**src/rtl/lfap_defs.vh**
```
`ifndef LFAP_DEFS_VH
`define LFAP_DEFS_VH

// Frame layout: control bits C2..C0 on top, eight data bits below
`define LFAP_FRAME_W      11
`define LFAP_DATA_W       8
`define LFAP_C0_BIT       8
`define LFAP_RD_W         16
`define LFAP_ADDR_W       3

// Register offsets
`define LFAP_REG_CTRL     3'h0
`define LFAP_REG_FLAGS    3'h1
`define LFAP_REG_RXFRAME  3'h2
`define LFAP_REG_TXFRAME  3'h3
`define LFAP_REG_LOOPADR  3'h4

// Control register fields
`define LFAP_CTRL_SC      0
`define LFAP_CTRL_CA      1
`define LFAP_CTRL_TA      2
`define LFAP_CTRL_LA      3
`define LFAP_CTRL_LSRQ    4
`define LFAP_CTRL_MCL     5
`define LFAP_CTRL_W       5
`define LFAP_CTRL_RST     5'h00

// Flag register fields
`define LFAP_FLG_CLR      0
`define LFAP_FLG_SRQ      1
`define LFAP_FLG_FAV      2
`define LFAP_FLG_MIS      3
`define LFAP_FLG_ORA      4
`define LFAP_FLG_RELAY    5
`define LFAP_FLG_FORCE    6
`define LFAP_FLG_W        5

// Loop address register: [4:0] address, [7:5] poll bit position, [8] poll response
`define LFAP_LADR_W       9
`define LFAP_LADR_RST     9'h000
`define LFAP_LADR_PPOS_LO 5
`define LFAP_LADR_PPR     8

// Frame patterns
`define LFAP_IFC_PAT      11'h490
`define LFAP_RFC_PAT      6'h28
`define LFAP_RFC_FRAME    11'h500
`define LFAP_ARG_PAT      5'h15
`define LFAP_AAG_PAT      4'hB
`define LFAP_CMD_CTL      3'h4
`define LFAP_RDY_CTL      3'h5

// Command data classes in data bits [7:5]
`define LFAP_UCG_CLS      3'h0
`define LFAP_LAG_CLS      3'h1
`define LFAP_TAG_CLS      3'h2
`define LFAP_SAG_CLS      3'h3

`endif

```
**src/rtl/lfap_top.v**
```verilog
// Functional notes
// Controller checks returned identify; non-controller relays it with request and poll bits.
// Host alone keeps written frames protocol-correct; nothing blocks bad ones.
// Controller compares returned command, auto-address and identify with sent frame.
// Controller sources ready-for-command after a clean command return, flags untouched.
// Controller: received ready-for-command ends handshake unchecked, sets output-ready.
// Talker checks returned data/end frames, updating mismatch and output-ready.
// With controller and talker clear, output-ready reads set always.
// Host masks output-ready interrupt while controller and talker are clear.
// Talker plus listener: every frame sets available and output-ready, no decoding; code still sets clear flag and relay latch.
// Mismatch flag sets only when the comparison finds an error.
// Addressed-command group follows controller, talker, listener and address match.
// Non-controller relays received request bit in data/end and identify frames.
// Relay latch sets when talker receives data/end with request bit set.
// Set relay latch forces request bit in next sourced data frame.
// Relay latch clears when any frame goes out with lowest control bit clear.
// Controller sends every data/end frame with request bit cleared.
// All three bits set: data/end 001 and 011 go out as 000 and 010.
// Analyzer non-controller: after one request frame, all frames get lowest bit set.
// Only master clear removes that forced request condition.
// Host issues master clear often when sending in that analyzer setting.
// Interface clear recognised only on an exact eleven-bit match.
// Ready-for-command recognised from the first six bits.
// Addressed-ready by five-bit prefix, auto-address by four-bit prefix; code has no four-bit match and takes auto-address as a remaining ready frame.
// Top bit zero is data/end; top two bits one is identify.
//
// Strobed register access and the register addresses were chosen for this implementation.
`timescale 1ns/1ps
`include "lfap_defs.vh"

module lfap_top (
  input  wire                     core_clk,
  input  wire                     rst,
  input  wire [`LFAP_ADDR_W-1:0]  reg_addr,
  input  wire [`LFAP_RD_W-1:0]    reg_wdata,
  input  wire                     reg_wr,
  input  wire                     reg_rd,
  output reg  [`LFAP_RD_W-1:0]    reg_rdata,
  input  wire                     rx_valid,
  input  wire [`LFAP_FRAME_W-1:0] rx_frame,
  output reg                      tx_valid,
  output reg  [`LFAP_FRAME_W-1:0] tx_frame
);

  // Control and configuration
  reg  [`LFAP_CTRL_W-1:0]  ctrl_r;
  reg  [`LFAP_LADR_W-1:0]  ladr_r;
  // Flags
  reg                      clr_flag_r;
  reg                      srq_flag_r;
  reg                      fav_flag_r;
  reg                      mis_flag_r;
  reg                      ora_flag_r;
  // Frame holding
  reg  [`LFAP_FRAME_W-1:0] rx_hold_r;
  reg  [`LFAP_FRAME_W-1:0] last_sent_r;
  reg  [`LFAP_FRAME_W-1:0] host_frame_r;
  reg                      host_pend_r;
  // Service request latches
  reg                      relay_r;
  reg                      force_r;

  wire sc;
  wire ca;
  wire ta;
  wire la;
  wire lsrq;
  wire master_clear;
  wire wr_ctrl;
  wire wr_flags;
  wire wr_tx;
  wire analyzer;
  wire rx_c0;
  wire err;
  wire c_doe;
  wire c_ifc;
  wire c_cmd;
  wire c_rfc;
  wire c_arg;
  wire c_rdy;
  wire c_idy;
  wire c_addressed_command_group;
  wire ora_view;
  wire [2:0] pp_pos;

  assign sc   = ctrl_r[`LFAP_CTRL_SC];
  assign ca   = ctrl_r[`LFAP_CTRL_CA];
  assign ta   = ctrl_r[`LFAP_CTRL_TA];
  assign la   = ctrl_r[`LFAP_CTRL_LA];
  assign lsrq = ctrl_r[`LFAP_CTRL_LSRQ];
  assign wr_ctrl  = reg_wr & (reg_addr == `LFAP_REG_CTRL);
  assign wr_flags = reg_wr & (reg_addr == `LFAP_REG_FLAGS);
  assign wr_tx    = reg_wr & (reg_addr == `LFAP_REG_TXFRAME);
  // Master clear is a self-clearing command bit
  assign master_clear = wr_ctrl & reg_wdata[`LFAP_CTRL_MCL];
  assign analyzer = ta & la;
  assign rx_c0 = rx_frame[`LFAP_C0_BIT];
  assign err = (rx_frame != last_sent_r);
  assign pp_pos = ladr_r[`LFAP_LADR_PPOS_LO+2:`LFAP_LADR_PPOS_LO];
  // Output-ready shows set while neither controller nor talker
  assign ora_view = ora_flag_r | (~ca & ~ta);

  lfap_classify u_classify (
    .frame    (rx_frame),
    .loop_adr (ladr_r[4:0]),
    .ca       (ca),
    .ta       (ta),
    .la       (la),
    .is_doe   (c_doe),
    .is_ifc   (c_ifc),
    .is_cmd   (c_cmd),
    .is_rfc   (c_rfc),
    .is_arg   (c_arg),
    .is_rdy   (c_rdy),
    .is_idy   (c_idy),
    .is_addressed_command_group  (c_addressed_command_group)
  );

  // Received-frame decisions
  reg clr_set;
  reg srq_set;
  reg fav_set;
  reg mis_set;
  reg ora_set;
  reg load;
  reg rtx;
  reg ready_for_command_frame;
  reg relay_set;

  always @* begin
    clr_set   = 1'b0;
    srq_set   = 1'b0;
    fav_set   = 1'b0;
    mis_set   = 1'b0;
    ora_set   = 1'b0;
    load      = 1'b0;
    rtx       = 1'b0;
    ready_for_command_frame       = 1'b0;
    relay_set = 1'b0;
    if (rx_valid) begin
      if (c_ifc) begin
        clr_set = 1'b1;
      end
      if (ca & rx_c0 & (c_doe | c_idy)) begin
        srq_set = 1'b1;
      end
      if (ta & c_doe & rx_c0) begin
        relay_set = 1'b1;
      end
      if (analyzer) begin
        fav_set = 1'b1;
        ora_set = 1'b1;
        load    = 1'b1;
      end else if (c_doe) begin
        if (la) begin
          fav_set = 1'b1;
          load    = 1'b1;
          ora_set = ca;
        end else if (ta) begin
          ora_set = 1'b1;
          if (err) begin
            mis_set = 1'b1;
            load    = 1'b1;
          end
        end else begin
          rtx = 1'b1;
        end
      end else if (c_ifc) begin
        if (!ca) begin
          rtx = 1'b1;
        end else if (sc) begin
          if (err) begin
            mis_set = 1'b1;
            ora_set = 1'b1;
            load    = 1'b1;
          end else begin
            ready_for_command_frame = 1'b1;
          end
        end
      end else if (c_cmd) begin
        if (ca) begin
          if (err) begin
            mis_set = 1'b1;
            ora_set = 1'b1;
            load    = 1'b1;
          end else begin
            ready_for_command_frame = 1'b1;
          end
        end else begin
          rtx = 1'b1;
          if (c_addressed_command_group) begin
            fav_set = 1'b1;
            load    = 1'b1;
          end
        end
      end else if (c_rfc) begin
        if (ca) begin
          ora_set = 1'b1;
        end else begin
          rtx = 1'b1;
        end
      end else if (c_arg) begin
        if (ca | ta | la) begin
          fav_set = 1'b1;
          ora_set = 1'b1;
          load    = 1'b1;
        end else begin
          rtx = 1'b1;
        end
      end else if (c_rdy) begin
        if (ca) begin
          ora_set = 1'b1;
          if (err) begin
            mis_set = 1'b1;
            load    = 1'b1;
          end
        end else begin
          fav_set = 1'b1;
          ora_set = 1'b1;
          load    = 1'b1;
        end
      end else begin
        if (ca) begin
          ora_set = 1'b1;
          if (err) begin
            mis_set = 1'b1;
            load    = 1'b1;
          end
        end else begin
          rtx = 1'b1;
        end
      end
    end
  end

  // Outgoing frame assembly
  reg  [`LFAP_FRAME_W-1:0] relay_frame;
  reg  [`LFAP_FRAME_W-1:0] out_frame;
  reg                      sending;
  reg                      host_go;
  reg                      out_doe;

  always @* begin
    relay_frame = rx_frame;
    if (!ca & (c_doe | c_idy)) begin
      relay_frame[`LFAP_C0_BIT] = rx_c0 | lsrq;
    end
    if (!ca & c_idy) begin
      relay_frame[pp_pos] = rx_frame[pp_pos] | ladr_r[`LFAP_LADR_PPR];
    end
    host_go = host_pend_r & ~rtx & ~ready_for_command_frame;
    sending = rtx | ready_for_command_frame | host_pend_r;
    if (rtx) begin
      out_frame = relay_frame;
    end else if (ready_for_command_frame) begin
      out_frame = `LFAP_RFC_FRAME;
    end else begin
      // Host frames go out unchecked
      out_frame = host_frame_r;
      if (relay_r & ~host_frame_r[10]) begin
        out_frame[`LFAP_C0_BIT] = 1'b1;
      end
    end
    out_doe = ~out_frame[10];
    if (ca & out_doe) begin
      out_frame[`LFAP_C0_BIT] = 1'b0;
    end
    if (force_r & ~ca & analyzer) begin
      out_frame[`LFAP_C0_BIT] = 1'b1;
    end
  end

  // Registers and flags
  always @(posedge core_clk) begin
    if (rst) begin
      ctrl_r       <= `LFAP_CTRL_RST;
      ladr_r       <= `LFAP_LADR_RST;
      clr_flag_r   <= 1'b0;
      srq_flag_r   <= 1'b0;
      fav_flag_r   <= 1'b0;
      mis_flag_r   <= 1'b0;
      ora_flag_r   <= 1'b0;
      rx_hold_r    <= {`LFAP_FRAME_W{1'b0}};
      last_sent_r  <= {`LFAP_FRAME_W{1'b0}};
      host_frame_r <= {`LFAP_FRAME_W{1'b0}};
      host_pend_r  <= 1'b0;
      relay_r      <= 1'b0;
      force_r      <= 1'b0;
      tx_valid     <= 1'b0;
      tx_frame     <= {`LFAP_FRAME_W{1'b0}};
    end else begin
      if (wr_ctrl) begin
        ctrl_r <= reg_wdata[`LFAP_CTRL_W-1:0];
      end
      if (reg_wr & (reg_addr == `LFAP_REG_LOOPADR)) begin
        ladr_r <= reg_wdata[`LFAP_LADR_W-1:0];
      end
      if (master_clear) begin
        clr_flag_r  <= 1'b0;
        srq_flag_r  <= 1'b0;
        fav_flag_r  <= 1'b0;
        mis_flag_r  <= 1'b0;
        ora_flag_r  <= 1'b0;
        host_pend_r <= 1'b0;
        relay_r     <= 1'b0;
        force_r     <= 1'b0;
      end else begin
        // Write one to clear; a set in the same cycle wins
        clr_flag_r <= (clr_flag_r & ~(wr_flags & reg_wdata[`LFAP_FLG_CLR])) | clr_set;
        srq_flag_r <= (srq_flag_r & ~(wr_flags & reg_wdata[`LFAP_FLG_SRQ])) | srq_set;
        fav_flag_r <= (fav_flag_r & ~(wr_flags & reg_wdata[`LFAP_FLG_FAV])) | fav_set;
        mis_flag_r <= (mis_flag_r & ~(wr_flags & reg_wdata[`LFAP_FLG_MIS])) | mis_set;
        ora_flag_r <= (ora_flag_r & ~(wr_flags & reg_wdata[`LFAP_FLG_ORA]) & ~wr_tx)
                      | ora_set;
        if (wr_tx) begin
          host_pend_r <= 1'b1;
        end else if (host_go) begin
          host_pend_r <= 1'b0;
        end
        if (relay_set) begin
          relay_r <= 1'b1;
        end else if (sending & ~out_frame[`LFAP_C0_BIT]) begin
          relay_r <= 1'b0;
        end
        if (sending & out_frame[`LFAP_C0_BIT] & ~ca & analyzer) begin
          force_r <= 1'b1;
        end
      end
      if (wr_tx) begin
        host_frame_r <= reg_wdata[`LFAP_FRAME_W-1:0];
      end
      if (load) begin
        rx_hold_r <= rx_frame;
      end
      tx_valid <= sending & ~master_clear;
      if (sending) begin
        tx_frame    <= out_frame;
        last_sent_r <= out_frame;
      end
    end
  end

  // Register read port, data in the cycle after the strobe
  always @(posedge core_clk) begin
    if (rst) begin
      reg_rdata <= {`LFAP_RD_W{1'b0}};
    end else if (reg_rd) begin
      case (reg_addr)
        `LFAP_REG_CTRL: begin
          reg_rdata <= {11'h000, ctrl_r};
        end
        `LFAP_REG_FLAGS: begin
          reg_rdata <= {9'h000, force_r, relay_r, ora_view, mis_flag_r,
                        fav_flag_r, srq_flag_r, clr_flag_r};
        end
        `LFAP_REG_RXFRAME: begin
          reg_rdata <= {5'h00, rx_hold_r};
        end
        `LFAP_REG_TXFRAME: begin
          reg_rdata <= {5'h00, last_sent_r};
        end
        `LFAP_REG_LOOPADR: begin
          reg_rdata <= {7'h00, ladr_r};
        end
        default: begin
          reg_rdata <= {`LFAP_RD_W{1'b0}};
        end
      endcase
    end else begin
      reg_rdata <= {`LFAP_RD_W{1'b0}};
    end
  end

endmodule // lfap_top

```
**src/rtl/lfap_classify.v**
```verilog
`timescale 1ns/1ps
`include "lfap_defs.vh"

module lfap_classify (
  input  wire [`LFAP_FRAME_W-1:0] frame,
  input  wire [4:0]               loop_adr,
  input  wire                     ca,
  input  wire                     ta,
  input  wire                     la,
  output wire                     is_doe,
  output wire                     is_ifc,
  output wire                     is_cmd,
  output wire                     is_rfc,
  output wire                     is_arg,
  output wire                     is_rdy,
  output wire                     is_idy,
  output wire                     is_addressed_command_group
);

  wire [2:0] ctl;
  wire [2:0] cls;
  wire       adr_eq;

  assign ctl = frame[10:8];
  assign cls = frame[7:5];
  assign adr_eq = (frame[4:0] == loop_adr);

  // Data/end when top bit is zero, identify when top two bits are one
  assign is_doe = ~frame[10];
  assign is_idy = (frame[10:9] == 2'h3);
  // Interface clear needs all eleven bits
  assign is_ifc = (frame == `LFAP_IFC_PAT);
  assign is_cmd = (ctl == `LFAP_CMD_CTL) & ~is_ifc;
  assign is_rfc = (frame[10:5] == `LFAP_RFC_PAT);
  assign is_arg = ~is_rfc & (frame[10:6] == `LFAP_ARG_PAT);
  // Remaining ready frames, the auto-address prefix among them
  assign is_rdy = (ctl == `LFAP_RDY_CTL) & ~is_rfc & ~is_arg;

  // Addressed-command group
  assign is_addressed_command_group = ~ca & is_cmd & (la | ta | (cls == `LFAP_UCG_CLS) |
                   (cls == `LFAP_SAG_CLS) |
                   (((cls == `LFAP_TAG_CLS) | (cls == `LFAP_LAG_CLS)) & adr_eq));

endmodule // lfap_classify

```
**config.mk**
```make
export PLATFORM = sky130hd
export DESIGN_NAME = lfap_top
export DESIGN_NICKNAME = d
export VERILOG_FILES = /design/src/rtl/lfap_top.v /design/src/rtl/lfap_classify.v
export VERILOG_INCLUDE_DIRS = /design/src /design/src/rtl
export SDC_FILE = /design/constraint.sdc
export NUM_CORES = 1
export LEC_CHECK = 0
export BUFFER_PORTS_ARGS = -buffer_cell sky130_fd_sc_hd__buf_2
export CORE_AREA = 2 2 93 95
export CTS_BUF_LIST = sky130_fd_sc_hd__clkbuf_16
export CTS_CLUSTER_SIZE = 24
export DETAILED_ROUTE_END_ITERATION = 12
export DIE_AREA = 0 0 95 97
export MAX_ROUTING_LAYER = met4
export PLACE_DENSITY = 0.66
export SLEW_MARGIN = 25
export SYNTH_ARGS = -nofsm -noshare
export SYNTH_HDL_FRONTEND = slang
export SYNTH_HIERARCHICAL = 1
export SYNTH_SLANG_ARGS = --single-unit
```
**constraint.sdc**
```tcl
create_clock -name core_clk -period 4.9 [get_ports core_clk]
set_input_delay 0.98 -clock core_clk [delete_from_list [all_inputs] [get_ports core_clk]]
set_output_delay 0.98 -clock core_clk [all_outputs]
set_load 0.1 [all_outputs]
```
---- Yosys cells after proc, flatten, opt, wreduce, memory -nomap -nowiden ----
Cells that the tools add are included.
cells by class
  reduce and logical (&&, ||, !) cells .... 8
  equal/unequal tests ..................... 15
  $lt $le $gt $ge ......................... 2
  mux-type cells .......................... 91
  bitwise operators ....................... 79
operators by type and width
  operator                                                                             count
  1-bit 2-to-1 mux                                                                     84
  11-bit one-hot mux with 5 select lines                                               1
  1-bit bitwise AND                                                                    42
  11-bit 2-to-1 mux                                                                    3
  1-bit inverter                                                                       19
  1-bit OR                                                                             18
  3-bit by 2-bit equality test with 1-bit output, second input constant                4
  11-bit bitwise mux                                                                   1
  11-bit equality test, second input constant                                          1
  11-bit != test                                                                       1
  3-bit equality test, second input constant                                           3
  3-bit by 1-bit equality test with 1-bit output, second input constant                2
  6-bit equality test, second input constant                                           1
  3-bit logical NOT                                                                    2
  5-bit equality test                                                                  1
  5-bit equality test, second input constant                                           1
  3-bit by 5-bit < comparator with 1-bit output, second input constant                 1
  2-bit nonzero test                                                                   2
  2-bit OR reduction                                                                   2
  1-bit binary-select mux with 3-bit select                                            1
  1-bit demux with 3-bit select                                                        1
  3-bit by 1-bit greater-or-equal comparator with 1-bit output, second input constant  1
  2-bit equality test, second input constant                                           1
  1-bit logical AND                                                                    1
  1-bit logical NOT                                                                    1
word-level totals
  bits of input ports ..................... 35
  word-level logic and storage cells ...... 210
  output and inout bits ................... 28
  flip-flop bits (word level) ............. 72

---- Longest topological paths before layout ----
  depth after elaboration ................. 22
  depth in mapped cells ................... 11
  depth with buffers taken out ............ 10

---- Cells and area by module ----
Netlist, hierarchy kept.
modules (own cells, without submodules)
  module         times used  seq. area each (um^2)  area each (um^2)  cells an instance
  lfap_top       1           1341.3                 3473.3            418
  lfap_classify  1           0.0                    165.2             25

---- Worst setup path after synthesis ----
Ideal clock, no wire load.
  kind .................................... input-to-reg
  start ................................... in rx_frame[1]
  end ..................................... reg rx_hold_r[10]
  path buffers ............................ 1
  data required time ...................... 4.828 ns
  library setup time ...................... 0.072 ns
  path slack .............................. 1.978 ns
  cell stages on the path ................. 10
  arrival ................................. 2.850 ns
  path through ............................ nor4_1 -> nand4_1 -> and2_1 -> or4b_1 -> a21oi_1 -> o21ai_0 -> nand2_1 -> o21a_1 -> buf_4 -> mux2i_1
on the way
  cells in the longest elaborated chain, start to end .. 12
  elaborated cells between the ends (all ways) .. 26
  those cells by class .................... 3 x eq/ne; 17 x mux; 6 x bitwise
RTL lines
  element                           RTL line            source
  from (decl)                       lfap_top.v:40       input wire [`LFAP_FRAME_W-1:0] rx_frame,
  11-bit equality test (no line) *  -
  1-bit inverter *                  lfap_classify.v:33  assign is_cmd = (ctl == `LFAP_CMD_CTL) & ~is_ifc;
  1-bit bitwise AND *               lfap_classify.v:33
  net c_cmd                         lfap_top.v:77       wire c_cmd;
  1-bit bitwise AND (2 in series)   lfap_classify.v:40  assign is_addressed_command_group = ~ca & is_cmd & (la | ta | (cls == `LFAP_UCG_CLS) |
  1-bit 2-to-1 mux                  lfap_top.v:191      if (c_addressed_command_group) begin
  1-bit 2-to-1 mux                  lfap_top.v:181      if (ca) begin
  1-bit 2-to-1 mux *                lfap_top.v:180      end else if (c_cmd) begin
  1-bit 2-to-1 mux *                lfap_top.v:168      end else if (c_ifc) begin
  1-bit 2-to-1 mux *                lfap_top.v:154      end else if (c_doe) begin
  1-bit 2-to-1 mux *                lfap_top.v:150      if (analyzer) begin
  1-bit 2-to-1 mux *                lfap_top.v:140      if (rx_valid) begin
  to (signal assigned)              lfap_top.v:283      rx_hold_r <= {`LFAP_FRAME_W{1'b0}};
  to (signal assigned)              lfap_top.v:333      rx_hold_r <= rx_frame;
  to (decl)                         lfap_top.v:55       reg [`LFAP_FRAME_W-1:0] rx_hold_r;
The timed path passes the listed nets; every way through them passes the cells marked *.
A chain may end at the register's enable or synchronous reset.

---- Worst setup path after layout ----
  start ................................... in rx_frame[1]
  end ..................................... reg last_sent_r[5]
on the way
  cells in the longest elaborated chain, start to end .. 10
  elaborated cells between the ends (all ways) .. 27
  those cells by class .................... 2 x eq/ne; 20 x mux; 5 x bitwise
RTL lines
  element                                        RTL line                        source
  11-bit equality test (no line) *               -
  net c_ifc                                      lfap_top.v:76                   wire c_ifc;
  1-bit inverter                                 lfap_classify.v:33
  1-bit bitwise AND                              lfap_classify.v:33
  1-bit 2-to-1 mux                               lfap_top.v:180
  1-bit 2-to-1 mux                               lfap_top.v:168
  1-bit 2-to-1 mux                               lfap_top.v:154
  1-bit 2-to-1 mux                               lfap_top.v:150
  1-bit 2-to-1 mux                               lfap_top.v:140
  11-bit 2-to-1 mux or 1-bit OR (tied branches)  lfap_top.v:255, lfap_top.v:252
  11-bit 2-to-1 mux or 1-bit OR (tied branches)  lfap_top.v:253, lfap_top.v:252
  to (signal assigned)                           lfap_top.v:284                  last_sent_r <= {`LFAP_FRAME_W{1'b0}};
  to (signal assigned)                           lfap_top.v:338                  last_sent_r <= out_frame;
  to (decl)                                      lfap_top.v:56                   reg [`LFAP_FRAME_W-1:0] last_sent_r;
The timed path passes the listed nets; every way through them passes the cells marked *. The select of a mux whose other input is x is not followed.

==> run metrics <==
largest net degree at the start of global routing=47; clock-pin slew of the registers on the worst-case setup and hold paths=around 0.06 ns; number of core rows=33; FMAX=between 200 and 300 MHz; arrival time at the worst endpoint=roughly 3.9 ns; area of placed instances=around 4000 µm²; vias=3,400; maximum root-to-sink buffer count=2; die width=about 95 µm; count of input and output buffers=52; DRC violations left=0; Routed WL=roughly 11,000 µm; Layout Cells excl Fill=slightly below 600; combined global-route utilization of all metal layers=24.84%; Post-layout nets=516; CP Class=primary input to register; DRC violation total after the first TritonRoute iteration=around 290; static power due to leakage=1.547 nW; quantity of gates resized following cts=0; quantity of hold-fixing buffers added after cts=0; most common flop cell mapped by yosys=dfxtp_1; yosys warns=6; setup repair after global routing missed its margin=no; Die Y-Extent=slightly below 100 µm; worst ir drop on vdd=237.7 µV; hpwl dp=7953 µm; PnR Total Power=1.510 mW; Max H-tree Level=3; hold violation count in the final report=0; longest individual stage delay on the worst path=~0.54 ns; startpoint type of the worst setup path=primary input; via count of the first global-routing pass=around 3,100; synth unique cells=60; Min-Delay Path Class=register to register; CP max FO=11; Synth Area in Simple Gates=between 20% and 30%; average detailed-routed wire length per instance=18.25 µm; sort of element at the end of the critical path=register; netlist area before placement=between 3000 and 4000 µm²; overflow left after global routing=0; maxcap violations=0; EDFF count, synth=0; initial core utilization=around 45%; async set-reset flop share out of synthesis=0%; latest clock arrival within the worst-skew pair=between 0.3 and 0.4 ns; remaining max-slew budget at the tightest pin=between 40 and 50%; core area=8134 µm²; endpoints failing setup=0; number of instances in the synthesized netlist=roughly 440; routed via count divided by cell count=between 5 and 6; antenna violations before repair=0; pwr/cell area=359.2 nW/µm²; number of placed cells counting well taps=575; boundary pin count=63; number of clock sinks=67; cell types occupying the most area after synthesis=dfxtp_1, mux2i_1, nand2_1; layout cell share with drive strength beyond 1=between 15 and 20%; final count of pins violating max slew=0; FF+latch count, synth=67; worst-margin pin slew=approximately 0.78 ns; Final ANT Viol Nets=0; part of the cycle the worst path needs=about three quarters; gpl congestion=0.9326; Synth Area in Adders=less than 1%; largest family of logic cells by synthesized area=simple AND/OR/NAND/NOR gates; clock root buffer=clkbuf_16; clock period minus worst slack=between 3 and 4 ns; Finished Cell Area=~4200 µm²; area of the die=between 9000 and 10,000 µm²; global-route wire length before repair=approximately 17,000 µm; worst clock skew=between 0.01 and 0.015 ns; clock tree from TritonCTS=yes; standard cell with the maximum stage delay on the critical path=a21oi_1; required time of the worst setup path=5.12 ns; Synth area leader=dfxtp_1; total negative slack=0 ns; clock buffer count from CTS=9; share of synthesized area spent on multiplexers=around a tenth; area delta synth->final=15.54%; post-CTS setup repair buffer count=0; worst path cell trace=buf_2, nor4_1, nand4_1, nor2b_1, mux2_1, nand3_1, nor4_4, a21oi_1, o21ai_0, a221oi_1; outcome=finished clean; diodes inserted=0; top cell type's share of synthesized area=between 30 and 40%; post-synthesis sequential area ratio=36.86%; Post-Synthesis Mean Instance Area=8.213 µm²; share of the synthesized netlist area taken by xor and xnor gates=between 4 and 5%; drt first pass iters=5; post-synthesis compound-gate area fraction=18.81%
-- kinds of logic (layout without fill, tap and decap cells) --
logic type | after synthesis | in the layout
and+or+nand+nor | 174 | 174
AOI/OAI and AO/OA | 102 | 102
DFF | 67 | 67
buffers and inverters | 50 | 89
muxes | 31 | 31
xor gates and xnor gates | 17 | 17
adders and majority gates | 1 | 1
other | 1 | 5
-- per-layer routing --
| layer | vias up | track usage (%) | routed length (µm) |
|---|---|---|---|
| met1 | 1623 | 34.14 | 4957 |
| met5 | - | - | 0 |
| li1 | 1621 | - | - |
| met2 | 136 | 35.73 | 4857 |
| met3 | 20 | 5.841 | 729 |
| met4 | 0 | 8.473 | 241 |
-- synthesized netlist by cell type, types with 3 or more instances --
master,n
dfxtp_1,67
clkbuf_1,12
nand3_1,3
xnor2_1,11
a22oi_1,9
nand4_1,4
inv_1,18
mux2i_1,26
buf_2,7
nand2_1,55
o221ai_1,8
a221oi_1,11
buf_4,7
a21oi_1,36
buf_6,3
xor2_1,6
o21ai_0,14
nor3_1,6
nand3b_1,3
nand2b_1,29
and2_1,5
nor2_1,49
a31oi_1,3
nor2b_1,4
-- where the power goes --
group / total, mW / switching [mW] / internal, mW / leakage [nW]
registers: 0.582 / 0.0203 / 0.561 / 0.544
logic: 0.242 / 0.178 / 0.0641 / 0.848
clock network: 0.686 / 0.242 / 0.444 / 0.155
total: 1.51 / 0.440 / 1.07 / 1.55
-- worst paths after layout --
kind	from	endpoint	slack, ns	cells after the start
max reg2reg	ladr_r[2]	rx_hold_r[2]	2.19	10
min reg2reg	host_frame_r[0]	host_frame_r[0]	0.45	2
max	rx_frame[1]	last_sent_r[5]	1.26	10
min	host_frame_r[0]	host_frame_r[0]	0.45	2
-- critical path: cells and delay by family --
family                 cells  cell delay (ns)
buffers and inverters      1             0.15
muxes                      1             0.39
and+or+nand+nor            5             1.13
AOI/OAI and AO/OA          3             1.21
-- cell type report --
| class | instances | area [µm²] |
|---|---|---|
| fill | 826 | 3930 |
| tap | 105 | 131.4 |
| timing repair buffer | 54 | 275.3 |
| multi-input combinational | 330 | 2067 |
| clock inverter | 7 | 92.59 |
| clock buffer | 9 | 225.2 |
| inverter | 19 | 71.32 |
| sequential | 67 | 1341 |
-- per-stage QoR --
| step | util, % | setup WS [ns] | hold slack (ns) |
|---|---|---|---|
| 6_report | 51.68 | 1.264 | 0.4521 |
| 5_1_grt | 51.68 | 1.107 | 0.4757 |
| 4_1_cts | 51.68 | 1.383 | 0.4537 |
| 3_5_place_dp | 47.78 | 1.067 | 0.4457 |
| 3_3_place_gp | 47.78 | 1.090 | 0.4420 |
| 2_1_floorplan | - | 1.978 | 0.4288 |
-- registers in the layout, indices dropped and copies added (netlist names), 5 cells and up --
register and flops:
host_frame_r 11, last_sent_r 11, reg_rdata 11, rx_hold_r 11, ladr_r 9, ctrl_r 5
-- cell usage in the layout, fill, tap and decap left out, types with 6 or more instances in the layout --
master	Yosys	routed
dfxtp_1	67	67
nand2_1	55	55
buf_2	7	52
nor2_1	49	49
a21oi_1	36	36
nand2b_1	29	29
mux2i_1	26	26
inv_1	18	19
o21ai_0	14	14
a221oi_1	11	11
xnor2_1	11	11
a22oi_1	9	9
clkbuf_16	0	9
o221ai_1	8	8
nor3_1	6	6
xor2_1	6	6
Note: power is estimated with default switching activity, not from simulation.
